`src/rtl/oas_defines.svh`:
```
// Purpose: addresses, field positions, reset values and timings of the acquisition sequencer
// Assumes: byte-wide registers on the device register port
// Notes: led and conversion times are in microseconds, clock figures in nanoseconds; cycle counts are derived from the clock period
`ifndef OAS_DEFINES_SVH
`define OAS_DEFINES_SVH
// register addresses
`define OAS_A_MODE 8'h09
`define OAS_A_ACQ 8'h0A
`define OAS_A_AMP0 8'h0C
`define OAS_A_AMP1 8'h0D
`define OAS_A_AMP2 8'h0E
`define OAS_A_AMP3 8'h0F
`define OAS_A_SLOT_LO 8'h11
`define OAS_A_SLOT_HI 8'h12
`define OAS_A_TWHOLE 8'h1F
`define OAS_A_TEMP_FRAC 8'h20
`define OAS_A_TTRIG 8'h21
`define OAS_RST_BYTE 8'h00
// field positions
`define OAS_SHDN_BIT 7
`define OAS_MODE_MSB 2
`define OAS_RGE_MSB 6
`define OAS_RGE_LSB 5
`define OAS_SR_MSB 4
`define OAS_SR_LSB 2
`define OAS_PW_MSB 1
`define OAS_SLOT_A_MSB 2
`define OAS_SLOT_B_MSB 5
`define OAS_SLOT_B_LSB 3
`define OAS_TRIG_BIT 0
`define OAS_TEMP_FRAC_MSB 3
// clock and time base
`define OAS_CLK_NS 100
`define OAS_US_NS 1000
`define OAS_US_CYC (`OAS_US_NS / `OAS_CLK_NS)
`define OAS_US_PER_S 1000000
`define OAS_TEMP_CONV_US 100
// led pulse widths and rising-edge spacing, microseconds
`define OAS_PW0_US 11'd69
`define OAS_PW1_US 11'd118
`define OAS_PW2_US 11'd215
`define OAS_PW3_US 11'd411
`define OAS_SPC0_US 11'd427
`define OAS_SPC1_US 11'd525
`define OAS_SPC2_US 11'd720
`define OAS_SPC3_US 11'd1107
// sample rates, samples per second
`define OAS_SR0 50
`define OAS_SR1 100
`define OAS_SR2 200
`define OAS_SR3 400
`define OAS_SR4 800
`define OAS_SR5 1000
`define OAS_SR6 1600
`define OAS_SR7 3200
// highest rate code allowed for each pulse width code
`define OAS_SR_MAX_PW0 3'h7
`define OAS_SR_MAX_PW1 3'h6
`define OAS_SR_MAX_PW2 3'h5
`define OAS_SR_MAX_PW3 3'h4
// converter full scale (nA) and resolution (bits)
`define OAS_FS0_NA 15'h0800
`define OAS_FS1_NA 15'h1000
`define OAS_FS2_NA 15'h2000
`define OAS_FS3_NA 15'h4000
`define OAS_RES0 5'h0F
`define OAS_RES1 5'h10
`define OAS_RES2 5'h11
`define OAS_RES3 5'h12
`define OAS_ADC_W 18
`endif

```
`src/rtl/oas_pkg.sv`:
```
// Purpose: types shared by the acquisition sequencer
// Assumes: nothing beyond the defines header
// Notes: holds enumerations only
`default_nettype none
package oas_pkg;
   // sequencer states
   typedef enum logic [2:0] {
      ST_IDLE = 3'h0,
      ST_SCAN = 3'h1,
      ST_PULSE = 3'h2,
      ST_EMIT = 3'h3,
      ST_SPACE = 3'h4
   } oas_state_t;
   // operating mode codes
   typedef enum logic [2:0] {
      MODE_HEART = 3'h2,
      MODE_DUAL = 3'h3,
      MODE_SLOT = 3'h7
   } oas_mode_t;
   // slot source codes
   typedef enum logic [2:0] {
      SRC_OFF = 3'h0,
      SRC_RED = 3'h1,
      SRC_IR = 3'h2,
      SRC_GREEN = 3'h3,
      SRC_DARK = 3'h4
   } oas_src_t;
endpackage
`default_nettype wire

```
`src/rtl/oas_sequencer.sv`:
```
// Purpose: optical acquisition sequencer: settings, led slots, sample bytes, die temperature
// Assumes: register port and converter inputs synchronous to clock
// Notes: sample bytes leave through a two-entry skid buffer with valid/ready
`timescale 1ns/1ps
`default_nettype none
`include "oas_defines.svh"

module oas_sequencer #(
   parameter int unsigned US_CYC = `OAS_US_CYC,
   parameter int unsigned TEMP_CONV_US = `OAS_TEMP_CONV_US
) (
   // clock and reset
   input wire logic clock,
   input wire logic arst_n,
   // register port
   input wire logic reg_wr,
   input wire logic reg_rd,
   input wire logic [7:0] reg_addr,
   input wire logic [7:0] reg_wdata,
   output logic [7:0] reg_rdata,
   // converter and temperature sensor
   input wire logic [`OAS_ADC_W-1:0] adc_result,
   input wire logic [7:0] temp_sensor_whole,
   input wire logic [3:0] temp_sensor_frac,
   output logic adc_integrate,
   output logic [14:0] adc_full_scale_na,
   output logic [4:0] adc_resolution_bits,
   output logic temp_conv_active,
   // led drive
   output logic [3:0] led_enable,
   output logic [7:0] red_drive_level,
   output logic [7:0] infrared_drive_level,
   output logic [7:0] green_a_drive_level,
   output logic [7:0] green_b_drive_level,
   // sample byte stream
   output logic [7:0] fifo_byte,
   output logic fifo_valid,
   input wire logic fifo_ready
);

   function automatic logic [10:0] pw_us(input logic [1:0] pw);
      case (pw)
         2'h0: pw_us = `OAS_PW0_US;
         2'h1: pw_us = `OAS_PW1_US;
         2'h2: pw_us = `OAS_PW2_US;
         default: pw_us = `OAS_PW3_US;
      endcase
   endfunction

   function automatic logic [10:0] spc_us(input logic [1:0] pw);
      case (pw)
         2'h0: spc_us = `OAS_SPC0_US;
         2'h1: spc_us = `OAS_SPC1_US;
         2'h2: spc_us = `OAS_SPC2_US;
         default: spc_us = `OAS_SPC3_US;
      endcase
   endfunction

   function automatic logic [14:0] period_us(input logic [2:0] sr);
      case (sr)
         3'h0: period_us = 15'(`OAS_US_PER_S / `OAS_SR0);
         3'h1: period_us = 15'(`OAS_US_PER_S / `OAS_SR1);
         3'h2: period_us = 15'(`OAS_US_PER_S / `OAS_SR2);
         3'h3: period_us = 15'(`OAS_US_PER_S / `OAS_SR3);
         3'h4: period_us = 15'(`OAS_US_PER_S / `OAS_SR4);
         3'h5: period_us = 15'(`OAS_US_PER_S / `OAS_SR5);
         3'h6: period_us = 15'(`OAS_US_PER_S / `OAS_SR6);
         default: period_us = 15'(`OAS_US_PER_S / `OAS_SR7);
      endcase
   endfunction

   function automatic logic [2:0] sr_max(input logic [1:0] pw);
      case (pw)
         2'h0: sr_max = `OAS_SR_MAX_PW0;
         2'h1: sr_max = `OAS_SR_MAX_PW1;
         2'h2: sr_max = `OAS_SR_MAX_PW2;
         default: sr_max = `OAS_SR_MAX_PW3;
      endcase
   endfunction

   // source code of channel k under the current mode
   function automatic logic [2:0] chan_src(input logic [2:0] mode, input logic [1:0] k,
                                           input logic [7:0] lo, input logic [7:0] hi);
      case (mode)
         oas_pkg::MODE_HEART: chan_src = (k == 2'h0) ? oas_pkg::SRC_RED : oas_pkg::SRC_OFF;
         oas_pkg::MODE_DUAL: chan_src = (k == 2'h0) ? oas_pkg::SRC_RED :
                                        (k == 2'h1) ? oas_pkg::SRC_IR : oas_pkg::SRC_OFF;
         oas_pkg::MODE_SLOT: case (k)
            2'h0: chan_src = lo[`OAS_SLOT_A_MSB:0];
            2'h1: chan_src = lo[`OAS_SLOT_B_MSB:`OAS_SLOT_B_LSB];
            2'h2: chan_src = hi[`OAS_SLOT_A_MSB:0];
            default: chan_src = hi[`OAS_SLOT_B_MSB:`OAS_SLOT_B_LSB];
         endcase
         default: chan_src = oas_pkg::SRC_OFF;
      endcase
   endfunction

   // registers
   logic [7:0] mode_reg;
   logic [7:0] acq_reg;
   logic [7:0] amp_reg [4];
   logic [7:0] slot_lo_reg;
   logic [7:0] slot_hi_reg;
   logic [7:0] twhole_reg;
   logic [3:0] temp_frac_reg;
   logic trig_reg;
   logic [15:0] temp_us_reg;
   logic [7:0] pre_reg;
   logic [14:0] sample_us_reg;
   logic pend_reg;
   oas_pkg::oas_state_t st_reg, st_next;
   logic [2:0] k_reg, k_next;
   logic [2:0] src_reg, src_next;
   logic [10:0] chan_us_reg, chan_us_next;
   logic [1:0] byte_reg, byte_next;
   logic [`OAS_ADC_W-1:0] samp_reg, samp_next;
   logic [7:0] skid_reg;
   logic skid_v_reg;

   // register port decode
   wire wr_mode = reg_wr && (reg_addr == `OAS_A_MODE);
   wire wr_acq = reg_wr && (reg_addr == `OAS_A_ACQ);
   wire wr_lo = reg_wr && (reg_addr == `OAS_A_SLOT_LO);
   wire wr_hi = reg_wr && (reg_addr == `OAS_A_SLOT_HI);
   wire wr_tw = reg_wr && (reg_addr == `OAS_A_TWHOLE);
   wire wr_tf = reg_wr && (reg_addr == `OAS_A_TEMP_FRAC);
   wire wr_trig = reg_wr && (reg_addr == `OAS_A_TTRIG);
   wire amp_hit = reg_wr && (reg_addr[7:2] == `OAS_A_AMP0 >> 2);
   // rate clamped against the pulse width written with it
   wire [1:0] pw_w = reg_wdata[`OAS_PW_MSB:0];
   wire [2:0] sr_w = reg_wdata[`OAS_SR_MSB:`OAS_SR_LSB];
   wire [2:0] sr_ok = (sr_w > sr_max(pw_w)) ? sr_max(pw_w) : sr_w;
   wire [7:0] acq_w = {1'b0, reg_wdata[`OAS_RGE_MSB:`OAS_RGE_LSB], sr_ok, pw_w};

   // current settings
   wire [2:0] mode = mode_reg[`OAS_MODE_MSB:0];
   wire [1:0] pw = acq_reg[`OAS_PW_MSB:0];
   wire [1:0] rge = acq_reg[`OAS_RGE_MSB:`OAS_RGE_LSB];
   wire [2:0] sr = acq_reg[`OAS_SR_MSB:`OAS_SR_LSB];
   wire mode_ok = !mode_reg[`OAS_SHDN_BIT] && (mode == oas_pkg::MODE_HEART ||
                  mode == oas_pkg::MODE_DUAL || mode == oas_pkg::MODE_SLOT);
   wire [14:0] fs_na = (rge == 2'h0) ? `OAS_FS0_NA : (rge == 2'h1) ? `OAS_FS1_NA :
                       (rge == 2'h2) ? `OAS_FS2_NA : `OAS_FS3_NA;
   wire [4:0] res_bits = (pw == 2'h0) ? `OAS_RES0 : (pw == 2'h1) ? `OAS_RES1 :
                         (pw == 2'h2) ? `OAS_RES2 : `OAS_RES3;

   // microsecond time base
   wire tick = (pre_reg == 8'(US_CYC - 1));
   wire pulse_start = (st_reg == oas_pkg::ST_SCAN) && (st_next == oas_pkg::ST_PULSE);
   wire [7:0] pre_next = (tick || pulse_start) ? 8'h00 : 8'(pre_reg + 8'h01);

   // sample period timer and pending start, a new period wins over a take
   wire wrap = mode_ok && tick && (sample_us_reg >= 15'(period_us(sr) - 15'h0001));
   wire take = (st_reg == oas_pkg::ST_IDLE) && pend_reg && mode_ok;
   wire pend_next = mode_ok && (wrap || (pend_reg && !take));
   wire [14:0] sample_us_next = (!mode_ok || wrap) ? 15'h0000 :
                                tick ? 15'(sample_us_reg + 15'h0001) : sample_us_reg;

   // temperature conversion, a new trigger wins over completion
   wire temp_done = trig_reg && tick && (temp_us_reg == 16'(TEMP_CONV_US - 1));
   wire trig_set = wr_trig && reg_wdata[`OAS_TRIG_BIT];
   wire trig_next = trig_set || (trig_reg && !temp_done);
   wire [15:0] temp_us_next = (!trig_reg || temp_done) ? 16'h0000 :
                              tick ? 16'(temp_us_reg + 16'h0001) : temp_us_reg;

   // slot decode for the channel under consideration
   wire [2:0] scan_src = chan_src(mode, k_reg[1:0], slot_lo_reg, slot_hi_reg);
   wire src_live = (scan_src != oas_pkg::SRC_OFF) && (scan_src <= oas_pkg::SRC_DARK);
   wire [3:0] led_mask = (src_reg == oas_pkg::SRC_RED) ? 4'h1 :
                         (src_reg == oas_pkg::SRC_IR) ? 4'h2 :
                         (src_reg == oas_pkg::SRC_GREEN) ? 4'hC : 4'h0;
   wire pulsing = (st_reg == oas_pkg::ST_PULSE);
   // low bits below the active resolution are cleared
   wire [1:0] lsb_drop = 2'(2'h3 - pw);
   wire [`OAS_ADC_W-1:0] adc_masked = (adc_result >> lsb_drop) << lsb_drop;

   // byte buffer handshake
   wire in_ready = !skid_v_reg;
   wire push = (st_reg == oas_pkg::ST_EMIT) && in_ready;
   wire [7:0] emit_byte = (byte_reg == 2'h0) ? {6'h00, samp_reg[17:16]} :
                          (byte_reg == 2'h1) ? samp_reg[15:8] : samp_reg[7:0];
   wire out_free = !fifo_valid || fifo_ready;

   // readback selection
   wire [7:0] rd_mux = (reg_addr == `OAS_A_MODE) ? mode_reg :
                       (reg_addr == `OAS_A_ACQ) ? acq_reg :
                       (reg_addr[7:2] == `OAS_A_AMP0 >> 2) ? amp_reg[reg_addr[1:0]] :
                       (reg_addr == `OAS_A_SLOT_LO) ? slot_lo_reg :
                       (reg_addr == `OAS_A_SLOT_HI) ? slot_hi_reg :
                       (reg_addr == `OAS_A_TWHOLE) ? twhole_reg :
                       (reg_addr == `OAS_A_TEMP_FRAC) ? {4'h0, temp_frac_reg} :
                       (reg_addr == `OAS_A_TTRIG) ? {7'h00, trig_reg} : 8'h00;

   // slot sequencer next state
   always_comb begin
      st_next = st_reg;
      k_next = k_reg;
      src_next = src_reg;
      byte_next = byte_reg;
      samp_next = samp_reg;
      chan_us_next = (tick && chan_us_reg != 11'h7FF) ? 11'(chan_us_reg + 11'h001) : chan_us_reg;
      unique case (st_reg)
         oas_pkg::ST_IDLE: begin
            if (take) begin
               st_next = oas_pkg::ST_SCAN;
               k_next = 3'h0;
            end
         end
         oas_pkg::ST_SCAN: begin
            if (!mode_ok || k_reg[2]) begin
               st_next = oas_pkg::ST_IDLE;
            end else if (src_live) begin
               st_next = oas_pkg::ST_PULSE;
               src_next = scan_src;
               chan_us_next = 11'h000;
            end else begin
               k_next = 3'(k_reg + 3'h1);
            end
         end
         oas_pkg::ST_PULSE: begin
            if (tick && chan_us_reg >= 11'(pw_us(pw) - 11'h001)) begin
               st_next = oas_pkg::ST_EMIT;
               samp_next = adc_masked;
               byte_next = 2'h0;
            end
         end
         oas_pkg::ST_EMIT: begin
            if (push) begin
               byte_next = 2'(byte_reg + 2'h1);
               if (byte_reg == 2'h2) begin
                  st_next = oas_pkg::ST_SPACE;
                  k_next = 3'(k_reg + 3'h1);
               end
            end
         end
         oas_pkg::ST_SPACE: begin
            if (chan_us_reg >= spc_us(pw)) begin
               st_next = oas_pkg::ST_SCAN;
            end
         end
         default: st_next = oas_pkg::ST_IDLE;
      endcase
   end

   // configuration registers
   always_ff @(posedge clock or negedge arst_n) begin
      if (!arst_n) begin
         mode_reg <= `OAS_RST_BYTE;
         acq_reg <= `OAS_RST_BYTE;
         amp_reg <= '{default: `OAS_RST_BYTE};
         slot_lo_reg <= `OAS_RST_BYTE;
         slot_hi_reg <= `OAS_RST_BYTE;
      end else begin
         if (wr_mode) mode_reg <= {reg_wdata[`OAS_SHDN_BIT], 4'h0, reg_wdata[`OAS_MODE_MSB:0]};
         if (wr_acq) acq_reg <= acq_w;
         if (amp_hit) amp_reg[reg_addr[1:0]] <= reg_wdata;
         if (wr_lo) slot_lo_reg <= {2'h0, reg_wdata[5:0]};
         if (wr_hi) slot_hi_reg <= {2'h0, reg_wdata[5:0]};
      end
   end

   // temperature registers, a finished conversion overrides a software write
   always_ff @(posedge clock or negedge arst_n) begin
      if (!arst_n) begin
         twhole_reg <= `OAS_RST_BYTE;
         temp_frac_reg <= 4'h0;
         trig_reg <= 1'b0;
         temp_us_reg <= 16'h0000;
      end else begin
         trig_reg <= trig_next;
         temp_us_reg <= temp_us_next;
         if (temp_done) twhole_reg <= temp_sensor_whole;
         else if (wr_tw) twhole_reg <= reg_wdata;
         if (temp_done) temp_frac_reg <= temp_sensor_frac;
         else if (wr_tf) temp_frac_reg <= reg_wdata[`OAS_TEMP_FRAC_MSB:0];
      end
   end

   // sequencer state and timers
   always_ff @(posedge clock or negedge arst_n) begin
      if (!arst_n) begin
         st_reg <= oas_pkg::ST_IDLE;
         k_reg <= 3'h0;
         src_reg <= 3'h0;
         byte_reg <= 2'h0;
         samp_reg <= '0;
         chan_us_reg <= 11'h000;
         pre_reg <= 8'h00;
         sample_us_reg <= 15'h0000;
         pend_reg <= 1'b0;
      end else begin
         st_reg <= st_next;
         k_reg <= k_next;
         src_reg <= src_next;
         byte_reg <= byte_next;
         samp_reg <= samp_next;
         chan_us_reg <= chan_us_next;
         pre_reg <= pre_next;
         sample_us_reg <= sample_us_next;
         pend_reg <= pend_next;
      end
   end

   // two-entry skid buffer toward the sample fifo
   always_ff @(posedge clock or negedge arst_n) begin
      if (!arst_n) begin
         fifo_valid <= 1'b0;
         fifo_byte <= 8'h00;
         skid_v_reg <= 1'b0;
         skid_reg <= 8'h00;
      end else if (out_free) begin
         fifo_valid <= skid_v_reg || push;
         fifo_byte <= skid_v_reg ? skid_reg : emit_byte;
         skid_v_reg <= 1'b0;
      end else if (push) begin
         skid_reg <= emit_byte; // receiver stalled, park the byte
         skid_v_reg <= 1'b1;
      end
   end

   // registered outputs
   always_ff @(posedge clock or negedge arst_n) begin
      if (!arst_n) begin
         reg_rdata <= 8'h00;
         adc_integrate <= 1'b0;
         adc_full_scale_na <= `OAS_FS0_NA;
         adc_resolution_bits <= `OAS_RES0;
         temp_conv_active <= 1'b0;
         led_enable <= 4'h0;
         red_drive_level <= 8'h00;
         infrared_drive_level <= 8'h00;
         green_a_drive_level <= 8'h00;
         green_b_drive_level <= 8'h00;
      end else begin
         if (reg_rd) reg_rdata <= rd_mux;
         adc_integrate <= pulsing;
         adc_full_scale_na <= fs_na;
         adc_resolution_bits <= res_bits;
         temp_conv_active <= trig_reg;
         led_enable <= pulsing ? led_mask : 4'h0;
         red_drive_level <= (pulsing && led_mask[0]) ? amp_reg[0] : 8'h00;
         infrared_drive_level <= (pulsing && led_mask[1]) ? amp_reg[1] : 8'h00;
         green_a_drive_level <= (pulsing && led_mask[2]) ? amp_reg[2] : 8'h00;
         green_b_drive_level <= (pulsing && led_mask[3]) ? amp_reg[3] : 8'h00;
      end
   end

endmodule // oas_sequencer
`default_nettype wire

```
`config.mk`:
```
export PLATFORM = sky130hd
export DESIGN_NAME = oas_sequencer
export DESIGN_NICKNAME = d
export VERILOG_FILES = /design/src/rtl/oas_pkg.sv /design/src/rtl/oas_sequencer.sv
export VERILOG_INCLUDE_DIRS = /design/src /design/src/rtl
export SDC_FILE = /design/constraint.sdc
export NUM_CORES = 1
export LEC_CHECK = 0
export BUFFER_PORTS_ARGS = -buffer_cell sky130_fd_sc_hd__buf_2
export CORE_ASPECT_RATIO = 1.4
export CORE_UTILIZATION = 45
export DETAILED_ROUTE_END_ITERATION = 12
export PLACE_DENSITY = 0.75
export SLEW_MARGIN = 30
export SYNTH_ARGS = -nofsm -noshare
export SYNTH_HDL_FRONTEND = slang
export SYNTH_SLANG_ARGS = --single-unit
export TNS_END_PERCENT = 1
```
`constraint.sdc`:
```
create_clock -name clock -period 2.6 [get_ports clock]
set_input_delay 0.13 -clock clock [delete_from_list [all_inputs] [get_ports clock]]
set_output_delay 0.13 -clock clock [all_outputs]
set_load 0.02 [all_outputs]
```
==> key figures <==
Clocking
  • CTS root buf: clkbuf_16
  • Number of sinks handled by clock tree synthesis: 219
  • Clock transition at the registers of the reported paths: 0.06 ns
  • TritonCTS Buffers: 23
  • H-tree levels: 1
  • Insertion delay of the later-clocked pin in the worst-skew pair: ~0.52 ns
  • Maximum clock insertion buffer count: 3
  • Clock tree from TritonCTS: yes

Timing
  • Final setup violating endpoints: 0
  • Max Freq: 392.4 MHz
  • Final Critical Period: ~2.5 ns
  • Transition time at the pin with the least slew margin: 0.6808 ns
  • Setup repair after global routing missed its margin: true
  • Period utilization: between 90% and 100%
  • Relative slew margins: 54.61%
  • Setup TNS Final: 0 ns
  • Hold Slack: 0.006785 ns
  • Final Hold Vio Count: 0
  • Final-report max-slew violation count: 0
  • Worst clock skew on the final layout: around 0.011 ns

Setup path
  • RR Startpoint: acq_reg[1]$_DFFE_PN0P_
  • Setup crit end kind: flip-flop
  • Slack of the worst reg-to-reg path: 0.05 ns
  • Most frequent CP cell: buf_4
  • Crit path required time: 2.99 ns
  • List of cells traversed by the critical path: buf_6 > ha_4 > inv_1 > buf_4 > ha_1 > a21o_1 > a21oi_2 > a21oi_1 > a41o_1 > o211ai_1 > buf_4 > buf_8 > mux2_2
  • Worst r2r path cells: 13
  • Reg-to-reg critical path endpoint: samp_reg[7]$_DFFE_PN0P_
  • Critical path's largest stage delay: 0.40 ns
  • Crit Path Max Fanout: 9
  • Slowest CP cell: dfrtp_2
  • Worst setup path category: reg -> reg
  • Sort of element at the start of the critical path: flip-flop
  • Data arrival, critical path: ~2.9 ns

Route
  • Final routed wirelength across all metal layers: 28540 microns
  • Detail-routed via count per cell: 5.628
  • Post-detailed-route DRC marker count: 0
  • Vias: 8690
  • Number of DRC markers after the initial detailed-route iteration: 565
  • Average wire length per cell after detail routing: around 18 microns
  • Post-route antenna net violation count: 0
  • Router iterations before antenna repair: 5

Layout
  • Final antenna diode count: 0
  • Final Instance Count excl. Fillers: 1544
  • Leading cell type in the layout, fill and taps excluded: dfrtp_1
  • Max FFs per register: 32
  • Most frequent cells in the layout: dfrtp_1 (212), buf_2 (113), nor2_1 (85)
  • Net count reported at finish: 1325
  • Area Overhead vs Synth: 22.63%
  • Final instance area: ~14000 sq um
  • Share of post-route cells with drive strength above 1: around a quarter

Global route
  • Gr usage total: 22.85%
  • Antenna violations before repair: 0
  • Total gr overflow: 0
  • Via count of the first global-routing pass: approximately 9000
  • First-pass GRT wire length: 46000 microns
  • Largest net degree at the start of global routing: 89

Floorplanning
  • Row cnt: 67
  • Die Area: 25490 sq um
  • Chip height: between 150 and 200 microns
  • Starting Density: 46.30%
  • # IOs: 126
  • Floorplan Core Area: 24140 sq um
  • Chip Width: 135.2 microns

Power and ir drop
  • Highest ir drop seen on vdd: 0.0005416 V
  • Clock share of power: around 45%
  • Proportion of total power due to net switching: 23.76%
  • Internal power consumption: around 5.7 mW
  • Combinational share of power: roughly 7.5%
  • Psw: 1.776 mW
  • Part of the power in registers: around 48%
  • Total power per unit cell area: ~550 nW/um^2
  • Leakage power figure: 6.540 nW

Place
  • DP Cell Count: between 1000 and 1500
  • Number of port buffers: about 110
  • Cell Area, Placed: 12280 sq um
  • Half-perimeter wire length after detailed placement: between 15000 and 20000 microns
  • Gpl congestion: around 0.90

Flow run
  • Count of maximum capacitance violations: 0

Worst hold path
  • Depth of the worst hold-timing path: 3
  • Hold path start: adc_result[0]
  • Worst min-delay path category: in -> reg
  • Hold Crit Endpoint: samp_reg[0]$_DFFE_PN0P_

Status
  • Run status: completed

Synthesis
  • Share of flip-flops with an asynchronous set or reset: 100.0%
  • Proportion of netlist area held by the largest area contributor: 48.13%
  • Number of synthesized register bits: 219
  • Biggest area consumer among synthesized cells: dfrtp_1
  • Synthesized instance count: 1039
  • Share of synthesized area occupied by flip-flops and latches: 49.07%
  • Count of distinct cell types in the synthesized netlist: 75
  • Avg Inst Size Synth: ~11 sq um
  • Mapped Area: 11180 sq um
  • Primary FF master, synth: dfrtp_1
  • Number of enable-type register cells in the synthesized netlist: 0
  • Ranking of synthesized cells by area: dfrtp_1 (48%), ha_1 (6.4%), mux2_2 (6.3%)
  • Yosys warning total: 0
==> final cells by class <==
type                            count  area [sq um]
Clock inverter                     10         127.6
Fill cell                        2018         10430
Inverter                           30         115.1
Tap cell                          310         387.9
Multi-Input combinational cell    741          5537
Timing Repair Buffer              202          1404
Clock buffer                       32         649.4
Sequential cell                   219          5489
==> power by group through the flow <==
stage | Sequential (mW) | Combinational (mW) | Clock [mW]
floorplan | 3.61 | 0.241 | 0
global placement | 3.61 | 0.475 | 0
detailed placement | 3.61 | 0.486 | 0
CTS | 3.55 | 0.529 | 3.42
global route | 3.56 | 0.616 | 3.56
finish | 3.56 | 0.558 | 3.36
==> layer usage <==
| layer | vias to the layer above | global-route usage, % | share of wire, % |
|---|---|---|---|
| li1 | 4047 | - | - |
| met1 | 4301 | 27.18 | 39 |
| met2 | 256 | 40.75 | 52 |
| met3 | 86 | 2.959 | 4.2 |
| met4 | 0 | 10.03 | 4.6 |
| met5 | - | 0 | 0 |
==> synthesized netlist by cell type, drive strengths merged (16+ instances only) <==
| cell | count |
|---|---|
| nand3 | 32 |
| buf | 26 |
| a211oi | 18 |
| and2 | 38 |
| a21oi | 38 |
| nor3 | 36 |
| mux2i | 23 |
| ha | 57 |
| inv | 30 |
| clkbuf | 33 |
| nand2 | 83 |
| and3 | 16 |
| xnor2 | 22 |
| mux2 | 64 |
| xor2 | 23 |
| nor2 | 86 |
| o21ai | 41 |
| dfrtp | 215 |
==> cells by family after synthesis <==
logic type      synth area share (%)
compound gates                 11.54
xor+xnor                       3.525
buf+inv                        3.593
other cells                  0.03354
flops                          49.07
fa+ha+maj                      6.379
simple gates                   15.75
mux                            10.12
==> what timing repair did <==
item,in CTS,in global routing
endpoints found under the hold margin,127,0
gates resized for setup,7,45
hold buffers,34,0
setup endpoints to repair,19,58
setup buffers,1,5
gates cloned,1,1
pin swaps,1,12
==> through the flow <==
stage | util (%) | worst slack (ns) | power [mW]
4_1_cts | 55.63 | -0.01410 | 7.503
3_3_place_gp | 50.88 | -0.02885 | 4.085
5_1_grt | 56.78 | -0.05125 | 7.739
2_1_floorplan | - | 0.001273 | 3.855
6_report | 56.78 | 0.05132 | 7.474
3_5_place_dp | 50.88 | -0.07957 | 4.100
==> critical path: cells and delay by family (launching register included) <==
family / cells / cell delay, ns
DFF: 1 / 0.40
adders and majority gates: 2 / 0.32
AOI/OAI and AO/OA: 5 / 0.68
buffers and inverters: 5 / 0.68
muxes: 1 / 0.34
==> how the worst max path moves through the flow <==
stage	depth (start not counted)	slack, ns	start	to
finish	13	0.05	acq_reg[1]$_DFFE_PN0P_	samp_reg[7]$_DFFE_PN0P_
CTS	13	-0.01	acq_reg[0]$_DFFE_PN0P_	samp_reg[17]$_DFFE_PN0P_
floorplan	11	0.001	acq_reg[1]$_DFFE_PN0P_	samp_reg[13]$_DFFE_PN0P_
global route	11	-0.05	acq_reg[0]$_DFFE_PN0P_	samp_reg[7]$_DFFE_PN0P_
global placement	11	-0.03	acq_reg[1]$_DFFE_PN0P_	samp_reg[6]$_DFFE_PN0P_
detailed placement	11	-0.08	acq_reg[1]$_DFFE_PN0P_	samp_reg[0]$_DFFE_PN0P_
No activity file was read; power rests on OpenSTA's default activity.
